===== src/design/asc_pkg.sv =====
// Purpose: Shared constants and types for the static memory controller.
// Assumes: 25 MHz clock, 40 ns period.
// Notes: Times are in ns; cycle counts derive from them.
package asc_pkg;
  localparam int unsigned CLK_PERIOD_NS = 40;
  localparam int unsigned ADDR_W = 20;
  localparam int unsigned DATA_W = 16;
  // Memory timing figures
  localparam int unsigned T_READ_CYCLE_NS = 55;
  localparam int unsigned T_READ_ACCESS_NS = 55;
  localparam int unsigned T_OUT_FLOAT_NS = 20;
  localparam int unsigned T_LANE_FLOAT_NS = 25;
  localparam int unsigned T_WRITE_CYCLE_NS = 55;
  localparam int unsigned T_ADDR_TO_WRITE_END_NS = 50;
  localparam int unsigned T_WRITE_WIDTH_NS = 45;
  localparam int unsigned T_WRITE_TO_FLOAT_NS = 20;
  localparam int unsigned T_WRITE_DATA_SETUP_NS = 25;
  // Least times round up, at least one cycle
  function automatic int unsigned asc_cyc_up(input int unsigned ns);
    int unsigned c;
    c = (ns + CLK_PERIOD_NS - 1) / CLK_PERIOD_NS;
    return (c < 1) ? 1 : c;
  endfunction : asc_cyc_up
  // Read data is sampled after access time plus one spare cycle
  localparam int unsigned RD_CYC = asc_cyc_up(T_READ_ACCESS_NS) + 1;
  // Strobe low long enough for float delay plus data setup, and the strobe width
  localparam int unsigned WP_MIN_A = asc_cyc_up(T_WRITE_WIDTH_NS);
  localparam int unsigned WP_MIN_B = asc_cyc_up(T_WRITE_TO_FLOAT_NS + T_WRITE_DATA_SETUP_NS) + 1;
  localparam int unsigned WP_CYC = (WP_MIN_A > WP_MIN_B) ? WP_MIN_A : WP_MIN_B;
  // Turnaround after a read before anyone else drives
  localparam int unsigned TURN_CYC = asc_cyc_up(T_LANE_FLOAT_NS);
  // Recovery after retention exit, one read cycle time
  localparam int unsigned REC_CYC = asc_cyc_up(T_READ_CYCLE_NS);
  localparam int unsigned CNT_W = 4;
  localparam logic [CNT_W-1:0] CNT_ZERO = 4'h0;

  typedef enum logic [2:0] {
    ASC_IDLE = 3'b000,
    ASC_RD = 3'b001,
    ASC_WR = 3'b010,
    ASC_TURN = 3'b011,
    ASC_RET = 3'b100,
    ASC_REC = 3'b101
  } asc_state_t;

  // User request
  typedef struct packed {
    logic write;
    logic [ADDR_W-1:0] addr;
    logic [DATA_W-1:0] wdata;
    logic [1:0] lane_en;
  } asc_req_t;

  // Memory control pins, chip_select_n and the active-high select
  typedef struct packed {
    logic chip_select_n;
    logic chip_select_high_active;
    logic output_enable_n;
    logic write_strobe_n;
    logic low_lane_select_n;
    logic high_lane_select_n;
  } asc_ctl_t;

  localparam asc_ctl_t CTL_IDLE = '{1'b1, 1'b0, 1'b1, 1'b1, 1'b1, 1'b1};
endpackage : asc_pkg


===== src/design/asc_timer.sv =====
// Purpose: Down counter that paces each phase of a memory access.
// Assumes: Loads win over counting.
// Notes: done is high while the count is zero.
`timescale 1ns/10ps
module asc_timer (
  // Clock and reset
  input wire logic clk,
  input wire logic arst_n,
  // Control
  input wire logic load,
  input wire logic [asc_pkg::CNT_W-1:0] value,
  // Status
  output logic done
);
  import asc_pkg::*;
  logic [CNT_W-1:0] cnt_reg;
  logic [CNT_W-1:0] cnt_next;

  // Next count
  assign cnt_next = load ? value : ((cnt_reg == CNT_ZERO) ? CNT_ZERO : cnt_reg - 4'h1);
  assign done = (cnt_reg == CNT_ZERO);

  // Count register
  always_ff @(posedge clk or negedge arst_n) begin
    if (!arst_n) begin
      cnt_reg <= CNT_ZERO;
    end else begin
      cnt_reg <= cnt_next;
    end
  end
endmodule : asc_timer


===== src/design/asc_ctrl.sv =====
// Purpose: Host-side controller driving an asynchronous 1M x 16 static memory.
// Assumes: Memory pins are driven from flops; data input is synchronous to clk.
// Notes: One access at a time; retention entry and exit on request.
//
// Overview of operation
// - Write strobe stays high throughout every read access.
// - Address changes only while no write can occur.
// - With output enable low, strobe exceeds float delay plus data setup.
// - Address is valid no later than select activation.
// - Address and selects held 50 ns before write end; cycle 55 ns.
// - Strobe low at least 45 ns; lane selects low 45 ns.
// - Write data valid 25 ns before write end; zero hold.
// - Controller never drives the bus while memory drives it.
// - Deselect before retention; wait one read cycle after recovery.
`timescale 1ns/10ps
module asc_ctrl (
  // Clock and reset
  input wire logic clk,
  input wire logic arst_n,
  // User request side
  input wire logic req_valid,
  input wire asc_pkg::asc_req_t req,
  output logic req_ready,
  output logic [asc_pkg::DATA_W-1:0] rd_data,
  output logic rd_valid,
  // Retention control
  input wire logic retain_req,
  output logic retained,
  // Memory pins
  output logic [asc_pkg::ADDR_W-1:0] address_lines,
  output asc_pkg::asc_ctl_t mem_ctl,
  input wire logic [asc_pkg::DATA_W-1:0] data_lines_in,
  output logic [asc_pkg::DATA_W-1:0] data_lines_out,
  output logic [asc_pkg::DATA_W-1:0] data_lines_oe
);
  import asc_pkg::*;

  asc_state_t state_reg, state_next;
  logic [ADDR_W-1:0] addr_reg;
  asc_ctl_t ctl_reg, ctl_next;
  logic [DATA_W-1:0] dout_reg;
  logic [1:0] lane_reg;
  logic drive_reg, drive_next;
  logic [DATA_W-1:0] rdat_reg;
  logic rval_reg;
  logic ret_reg;
  logic t_load;
  logic [CNT_W-1:0] t_value;
  logic t_done;
  logic take;
  logic rd_capture;
  logic wr_end;

  // Phase timer
  asc_timer u_timer (
    .clk(clk),
    .arst_n(arst_n),
    .load(t_load),
    .value(t_value),
    .done(t_done)
  );

  // Handshake decode
  assign req_ready = (state_reg == ASC_IDLE) && !retain_req;
  assign take = req_valid && req_ready && (req.lane_en != 2'b00);
  assign rd_capture = (state_reg == ASC_RD) && t_done;
  assign wr_end = (state_reg == ASC_WR) && t_done;

  // Next state and pin controls
  always_comb begin
    state_next = state_reg;
    ctl_next = ctl_reg;
    drive_next = drive_reg;
    t_load = 1'b0;
    t_value = CNT_ZERO;
    case (state_reg)
      ASC_IDLE: begin
        ctl_next = CTL_IDLE;
        drive_next = 1'b0;
        if (retain_req) begin
          state_next = ASC_RET;
        end else if (take) begin
          // Address goes out with the selects in the same edge
          ctl_next.chip_select_n = 1'b0;
          ctl_next.chip_select_high_active = 1'b1;
          ctl_next.low_lane_select_n = !req.lane_en[0];
          ctl_next.high_lane_select_n = !req.lane_en[1];
          t_load = 1'b1;
          if (req.write) begin
            ctl_next.write_strobe_n = 1'b0;
            drive_next = 1'b1;
            t_value = CNT_W'(WP_CYC - 1);
            state_next = ASC_WR;
          end else begin
            ctl_next.output_enable_n = 1'b0;
            t_value = CNT_W'(RD_CYC - 1);
            state_next = ASC_RD;
          end
        end
      end
      ASC_RD: begin
        if (t_done) begin
          ctl_next = CTL_IDLE;
          t_load = 1'b1;
          t_value = CNT_W'(TURN_CYC - 1);
          state_next = ASC_TURN;
        end
      end
      ASC_WR: begin
        if (t_done) begin
          // Strobe, selects and data released together, zero hold
          ctl_next = CTL_IDLE;
          drive_next = 1'b0;
          state_next = ASC_IDLE;
        end
      end
      ASC_TURN: begin
        if (t_done) begin
          state_next = ASC_IDLE;
        end
      end
      ASC_RET: begin
        ctl_next = CTL_IDLE;
        if (!retain_req) begin
          t_load = 1'b1;
          t_value = CNT_W'(REC_CYC - 1);
          state_next = ASC_REC;
        end
      end
      ASC_REC: begin
        if (t_done) begin
          state_next = ASC_IDLE;
        end
      end
      default: begin
        state_next = ASC_IDLE;
        ctl_next = CTL_IDLE;
        drive_next = 1'b0;
      end
    endcase
  end

  // State and pin registers
  always_ff @(posedge clk or negedge arst_n) begin
    if (!arst_n) begin
      state_reg <= ASC_IDLE;
      ctl_reg <= CTL_IDLE;
      drive_reg <= 1'b0;
    end else begin
      state_reg <= state_next;
      ctl_reg <= ctl_next;
      drive_reg <= drive_next;
    end
  end

  // Address, data and lane registers only load on a taken request
  always_ff @(posedge clk or negedge arst_n) begin
    if (!arst_n) begin
      addr_reg <= '0;
      dout_reg <= '0;
      lane_reg <= 2'b00;
    end else if (take) begin
      addr_reg <= req.addr;
      dout_reg <= req.wdata;
      lane_reg <= req.lane_en;
    end
  end

  // Read capture, disabled lanes read as zero
  always_ff @(posedge clk or negedge arst_n) begin
    if (!arst_n) begin
      rdat_reg <= '0;
      rval_reg <= 1'b0;
    end else begin
      rval_reg <= rd_capture;
      if (rd_capture) begin
        rdat_reg <= data_lines_in & {{8{lane_reg[1]}}, {8{lane_reg[0]}}};
      end
    end
  end

  // Retention status
  always_ff @(posedge clk or negedge arst_n) begin
    if (!arst_n) begin
      ret_reg <= 1'b0;
    end else begin
      ret_reg <= (state_next == ASC_RET);
    end
  end

  // Outputs
  assign address_lines = addr_reg;
  assign mem_ctl = ctl_reg;
  assign data_lines_out = dout_reg;
  assign data_lines_oe = {{8{drive_reg & lane_reg[1]}}, {8{drive_reg & lane_reg[0]}}};
  assign rd_data = rdat_reg;
  assign rd_valid = rval_reg;
  assign retained = ret_reg;

  // Checks
  logic wr_active;
  assign wr_active = !ctl_reg.write_strobe_n;

  AST_RD_STROBE_HIGH: assert property (@(posedge clk) disable iff (!arst_n)
    !ctl_reg.output_enable_n |-> ctl_reg.write_strobe_n)
    else $error("strobe low during read");
  AST_ADDR_STABLE: assert property (@(posedge clk) disable iff (!arst_n)
    $changed(addr_reg) |-> $past(ctl_reg.write_strobe_n))
    else $error("address changed during write");
  AST_WP_WIDTH: assert property (@(posedge clk) disable iff (!arst_n)
    $fell(ctl_reg.write_strobe_n) |-> !ctl_reg.write_strobe_n [*2])
    else $error("write strobe too short");
  AST_WR_DATA: assert property (@(posedge clk) disable iff (!arst_n)
    wr_active |-> drive_reg && !ctl_reg.chip_select_n)
    else $error("write data not driven");
  AST_NO_CLASH: assert property (@(posedge clk) disable iff (!arst_n)
    drive_reg |-> ctl_reg.output_enable_n)
    else $error("bus driven with output enable low");
  AST_TURN: assert property (@(posedge clk) disable iff (!arst_n)
    $rose(ctl_reg.output_enable_n) |-> !drive_reg [*2])
    else $error("drive right after read");
  AST_RD_TIME: assert property (@(posedge clk) disable iff (!arst_n)
    $fell(ctl_reg.output_enable_n) |-> ##2 rd_capture)
    else $error("read sampled at wrong time");
  AST_RET_DESEL: assert property (@(posedge clk) disable iff (!arst_n)
    retained |-> ctl_reg.chip_select_n && !ctl_reg.chip_select_high_active)
    else $error("selected in retention");
  AST_LANE: assert property (@(posedge clk) disable iff (!arst_n)
    wr_active |-> (data_lines_oe[0] == !ctl_reg.low_lane_select_n))
    else $error("lane drive mismatch");

  COV_READ: cover property (@(posedge clk) disable iff (!arst_n) rval_reg);
  COV_WRITE: cover property (@(posedge clk) disable iff (!arst_n) wr_end);
  COV_RET: cover property (@(posedge clk) disable iff (!arst_n) $fell(retained));
endmodule : asc_ctrl


===== config.mk =====
export PLATFORM = sky130hd
export DESIGN_NAME = asc_ctrl
export DESIGN_NICKNAME = d
export VERILOG_FILES = /design/src/design/asc_pkg.sv /design/src/design/asc_timer.sv /design/src/design/asc_ctrl.sv
export SDC_FILE = /design/constraint.sdc
export NUM_CORES = 1
export LEC_CHECK = 0
export BUFFER_PORTS_ARGS = -buffer_cell sky130_fd_sc_hd__buf_2
export CAP_MARGIN = 20
export CELL_PAD_IN_SITES_DETAIL_PLACEMENT = 0
export CELL_PAD_IN_SITES_GLOBAL_PLACEMENT = 2
export CORE_MARGIN = 2
export CORE_UTILIZATION = 31
export DETAILED_ROUTE_END_ITERATION = 6
export PLACE_DENSITY = 0.88
export REMOVE_ABC_BUFFERS = 1
export SLEW_MARGIN = 15
export SYNTH_ARGS = -nofsm -noshare
export SYNTH_HDL_FRONTEND = slang
export SYNTH_HIERARCHICAL = 1
export SYNTH_SLANG_ARGS = --single-unit

===== constraint.sdc =====
create_clock -name clk -period 4.2 [get_ports clk]
set_input_delay 0.21 -clock clk [delete_from_list [all_inputs] [get_ports clk]]
set_output_delay 0.21 -clock clk [all_outputs]
set_load 0.005 [all_outputs]

## Yosys cells after proc, flatten, opt, wreduce, memory -nomap -nowiden

Cells that the tools add are included.

| word-level totals | value |
|---|---|
| bits in registers | 70 |
| input bits | 59 |
| output and inout port bits | 77 |
| word-level logic and storage cells | 73 |

| cells by class | value |
|---|---|
| add/subtract/negate cells | 1 |
| equality and inequality tests | 8 |
| muxes and demuxes | 28 |
| bitwise logic cells | 5 |
| reductions and logical operators | 16 |

Operators with widths:

| kind | number |
|---|---|
| $mux 6 | 3 |
| $pmux 6 s3 | 1 |
| $and 16x16->16 | 1 |
| $mux 3 | 5 |
| $pmux 3 s4 | 1 |
| $mux 1 | 10 |
| $eq 3x3->1 const B | 3 |
| $mux 4 | 2 |
| $eq 3x2->1 const B | 2 |
| $mux 2 | 3 |
| $pmux 1 s3 | 2 |
| $logic_and 1x1->1 | 4 |
| $logic_not 4->1 | 1 |
| $pmux 2 s2 | 1 |
| $reduce_and 2->1 | 2 |
| $reduce_or 2->1 | 2 |
| $reduce_or 4->1 | 1 |
| $sub 4x1->4 const B | 1 |
| $eq 3x1->1 const B | 1 |
| $logic_not 1->1 | 3 |
| $logic_not 3->1 | 1 |
| $reduce_or 3->1 | 1 |
| $and 1x1->1 | 2 |
| $ne 2x1->1 const B | 1 |
| 3 further kinds | 4 |

## Depth between registers and ports, before layout

| depth | value |
|---|---|
| depth in word-level cells | 8 |
| depth in mapped cells | 7 |
| depth with buffers taken out | 5 |

## Modules after synthesis

The synthesis kept the hierarchy.

Modules (own cells, without submodules):

| module | times used | cells an instance | area each (um^2) | sequential area each (um^2) |
|---|---|---|---|---|
| asc_ctrl | 1 | 224 | 2884.0 | 1657.8 |
| asc_timer | 1 | 20 | 191.4 | 100.1 |

## Worst setup path after synthesis

Ideal clock, no wire load.

| path | value |
|---|---|
| path kind | reg2reg |
| start point | register u_timer.cnt_reg[3] |
| end point | register u_timer.cnt_reg[2] |
| arrival | 1.937 ns |
| setup slack | 2.145 ns |
| cell stages (with the launch flop) | 8 |
| buffers on the path | 2 |
| clock period less this slack | 2.055 ns |
| cells stage by stage | dfrtp_1 -> nor4_1 -> nand4bb_1 -> clkbuf_1 -> clkbuf_1 -> nand3_1 -> a21oi_1 -> a21o_1 |

| on the way | value |
|---|---|
| longest elaborated chain between the ends | 4 |

Ends and longest elaborated chain:

| what | line | RTL |
|---|---|---|
| start, declared | asc_timer.sv:16 | `logic [CNT_W-1:0] cnt_reg;` |
| start signal, assigned | asc_timer.sv:28 | `cnt_reg <= cnt_next;` |
| $logic_not 4->1 | asc_timer.sv:21 | `assign done = (cnt_reg == CNT_ZERO);` |
| named net t_done | asc_ctrl.sv:49 | `logic t_done;` |
| $mux 1 | asc_ctrl.sv:102 | `if (t_done) begin` |
| $pmux 1 s3 | asc_ctrl.sv:76 | `case (state_reg)` |
| named net t_load | asc_ctrl.sv:47 | `logic t_load;` |
| $mux 4 | asc_timer.sv:20 | `assign cnt_next = load ? value : ((cnt_reg == CNT_ZERO) ? CNT_ZERO : cnt_reg - 4'h1);` |
| named net u_timer.cnt_next[2] | asc_timer.sv:17 | `logic [CNT_W-1:0] cnt_next;` |

The timed path passes the listed nets, and every way through them passes these cells.
A chain may end at the register's enable or synchronous reset.

## Final worst setup path

| path | value |
|---|---|
| start point | register state_reg[2] |
| end point | register u_timer.cnt_reg[2] |

| on the way | value |
|---|---|
| longest elaborated chain between the ends | 8 |

Ends and longest elaborated chain:

| what | line | RTL |
|---|---|---|
| start, declared | asc_ctrl.sv:38 | `asc_state_t state_reg, state_next;` |
| start signal, assigned | asc_ctrl.sv:150 | `state_reg <= state_next;` |
| $logic_not 3->1 | asc_ctrl.sv:64, asc_ctrl.sv:76 |  |
| $logic_and 1x1->1 | asc_ctrl.sv:64 | `assign req_ready = (state_reg == ASC_IDLE) && !retain_req;` |
| $logic_and 1x1->1 (2 in a row) | asc_ctrl.sv:65 | `assign take = req_valid && req_ready && (req.lane_en != 2'b00);` |
| $mux 1 | asc_ctrl.sv:82 | `end else if (take) begin` |
| $mux 1 | asc_ctrl.sv:80 | `if (retain_req) begin` |
| $pmux 1 s3 (*) | asc_ctrl.sv:76 |  |
| named net t_load | asc_ctrl.sv:47 |  |
| $mux 4 (*) | asc_timer.sv:20 |  |
| named net u_timer.cnt_next[2] | asc_timer.sv:17 |  |

The timed path passes the listed nets; every way through them passes the cells marked *.

==> impl_metrics.py <==
metrics = {
    "outcome": {
        "status": "finished with violations",
        "violations": "negative hold slack",
    },
    "clock_network": {
        "postCtsSetupBuffers": 0,
        "numClockSinks": 70,
        "cts_tree": "done",
        "clk_pin_slew_ps": 90,
        "clockBufferDepth": 2,
        "clk_latency_ps": 340,
        "postCtsHoldBufs": 0,
        "post_cts_resized": 0,
        "cts_buffers": 9,
        "htree_levels": 3,
        "root_buffer": "clkbuf_8",
    },
    "place": {
        "io_buffers": 135,
        "globalplace.congestion": 0.760,
        "dp_slack_ps": 1910,
        "placed_cell_area_um2": 3740,
        "dp.cells": 488,
        "dp_hpwl_um": 4790,
    },
    "yosys": {
        "yosysUniqueCellTypes": 36,
        "synth_top_area_share_pct": 52.9,
        "syn_inst": 244,
        "ys_seq_elements": 70,
        "synth_edf_count": 0,
        "synthArstFlopShare_pct": 100,
        "synth_top_cell_by_area": "dfrtp_1",
        "yosysWarnings": 6,
        "yosysSeqAreaShare_pct": 57.2,
        "synth_area_leaders": "dfrtp_1 53%, mux2_4 17%, nand2_1 4.6%",
        "syn_area_per_cell_um2": 12.6,
        "netlist_area_um2": 3080,
        "synth_ff_type": "dfrtp_1",
    },
    "critical_path": {
        "worstPathArrival_ps": 2510,
        "crit_family": "simple AND/OR/NAND/NOR gates",
        "cp_cell_sequence": "nor2b_1, nand3_4, nand3_1, a21oi_1, a21o_1",
        "cp-end-kind": "register",
        "cp.depth": 5,
        "ff2ff_path_depth": 5,
        "crit_type": "reg -> reg",
        "critPathMaxFanout": 42,
        "start_kind": "register",
        "ff2ff_setup_slack_ps": 1920,
        "required_ps": 4430,
        "crit_buf_inv": 0,
        "cp_slowest_stage_delay_ps": 610,
        "slowest_stage": "nand3_4",
    },
    "pwr": {
        "max-vdd-ir-drop_uv": 277,
        "p_seq_share_pct": 42.6,
        "power.leakage_uw": 0.00214,
        "switching_power_uw": 940,
        "power.share.combinational_pct": 35.9,
        "clockPowerShare_pct": 21.5,
        "p_int_uw": 1930,
        "switching_share_pct": 32.7,
        "powerDensity_nw_per_um2": 724,
    },
    "floorplan": {
        "rows": 36,
        "fp.dieH_um": 104,
        "core_area_um2": 9680,
        "die_w_um": 104,
        "ios": 136,
        "start_util_pct": 31.8,
        "die_area_um2": 10700,
    },
    "final_layout": {
        "areaGrowthSynthToFinish_pct": 29.0,
        "nets": 425,
        "register_area_um2": 1760,
        "fillCellCount": 963,
        "final_area_um2": 3970,
        "drive_above_1_share_pct": 53.1,
        "antenna_cells": 0,
        "multiInputGateArea_um2": 1110,
        "stdcell_count": 504,
        "largest_reg_flops": 20,
    },
    "sta": {
        "rsz0062_at_grt": "false",
        "relSlewSlack_pct": 33.1,
        "timing.final.crit_share_pct": 54.2,
        "fmax_ghz": 0.439,
        "slew_violations": 0,
        "setup_viol": 0,
        "skew_ps": 14.6,
        "worst_slack_ps": 1920,
        "tightestPinTransition_ps": 994,
        "whs_ps": -17.0,
        "layout_min_cycle_time_ps": 2280,
        "fin_setup_tns_ps": 0,
        "hold_viol_final": 23,
    },
    "global_route": {
        "overflow": 0,
        "grt_pass1_vias": 2237,
        "grt_max_degree": 71,
        "grt.total_usage_pct": 13.2,
        "antenna_found_initial": 0,
        "grt_pass1_wl_um": 11400,
    },
    "drt": {
        "dr.pass1.iters": 4,
        "route.vias.total": 2190,
        "drc": 0,
        "ant_nets": 0,
        "wl_per_cell_um": 13.5,
        "wl_um": 6820,
        "drtIter0Drc": 71,
        "detail_route.vias_per_cell": 4.35,
    },
    "min_path": {
        "min_path_type": "in -> async",
    },
    "run": {
        "maxCapViolCount": 0,
    },
}
worst paths after layout:
path | startpoint | to
worst max-delay path | state_reg[2] | u_timer/cnt_reg[2]
worst min-delay path | arst_n | rd_data[9]
worst max register to register | state_reg[2] | u_timer/cnt_reg[2]
worst min register to register | rd_data[0] | rd_data[0]
max in group asynchronous | arst_n | address_lines[5]
min in group clk | req[1] | mem_ctl[0]
kinds of logic after synthesis:
logic type | Yosys count | share of synthesized area, %
other cells | 1 | 0.122
buf+inv | 32 | 6.88
compound gates | 42 | 8.34
mux | 37 | 17.7
simple gates | 62 | 9.81
flops | 70 | 57.2
layer usage:
| layer | routed length (um) | track usage (%) | part of all wire [%] |
|---|---|---|---|
| met4 | 48 | 3.28 | 0.70 |
| met5 | 0 | 0 | 0 |
| met1 | 3000 | 16.5 | 44 |
| met2 | 3180 | 21.1 | 47 |
| met3 | 580 | 5.66 | 8.5 |
synth_stat cells (5+ instances only):
master,number
clkbuf_1,6
inv_1,6
dfstp_2,5
o21ai_0,23
mux2_4,34
nand2_1,38
buf_6,5
a21oi_1,5
dfrtp_1,65
buf_4,14
nor2_1,7
stage by stage:
stage,util (%),power [uW]
6_report,41.0,2870
2_1_floorplan,-,1800
3_3_place_gp,38.6,2260
4_1_cts,41.0,2920
3_5_place_dp,38.6,2280
5_1_grt,41.0,3090
cells in the final DEF (no fill, tap or decap), drive strengths merged, types with 2 or more instances in the layout:
| cell type | count |
|---|---|
| nand2 | 38 |
| a21oi | 5 |
| clkbuf | 9 |
| o31ai | 3 |
| nor2 | 7 |
| a2bb2oi | 2 |
| dfrtp | 65 |
| nand3 | 3 |
| buf | 136 |
| inv | 9 |
| mux2 | 37 |
| nor3 | 2 |
| o21ai | 23 |
| conb | 2 |
| bufinv | 2 |
| o21a | 2 |
| and2 | 3 |
| nor2b | 3 |
| dfstp | 5 |
power by group through the flow:
stage | Combinational, uW | Clock (uW) | Sequential [uW]
final | 1030 | 618 | 1230
after global routing | 1140 | 672 | 1280
after CTS | 1050 | 642 | 1230
after detailed placement | 1050 | 0 | 1240
after global placement | 1030 | 0 | 1230
after floorplan | 569 | 0 | 1230
final cells by class:
type	instances	area share, %
Inverter	6	0.567
Clock inverter	7	2.59
Clock buffer	9	3.12
Multi-Input combinational cell	143	28.0
Sequential cell	70	44.3
Timing Repair Buffer	136	17.3
Tap cell	133	4.19
Note: power is estimated with default switching activity, not from simulation.
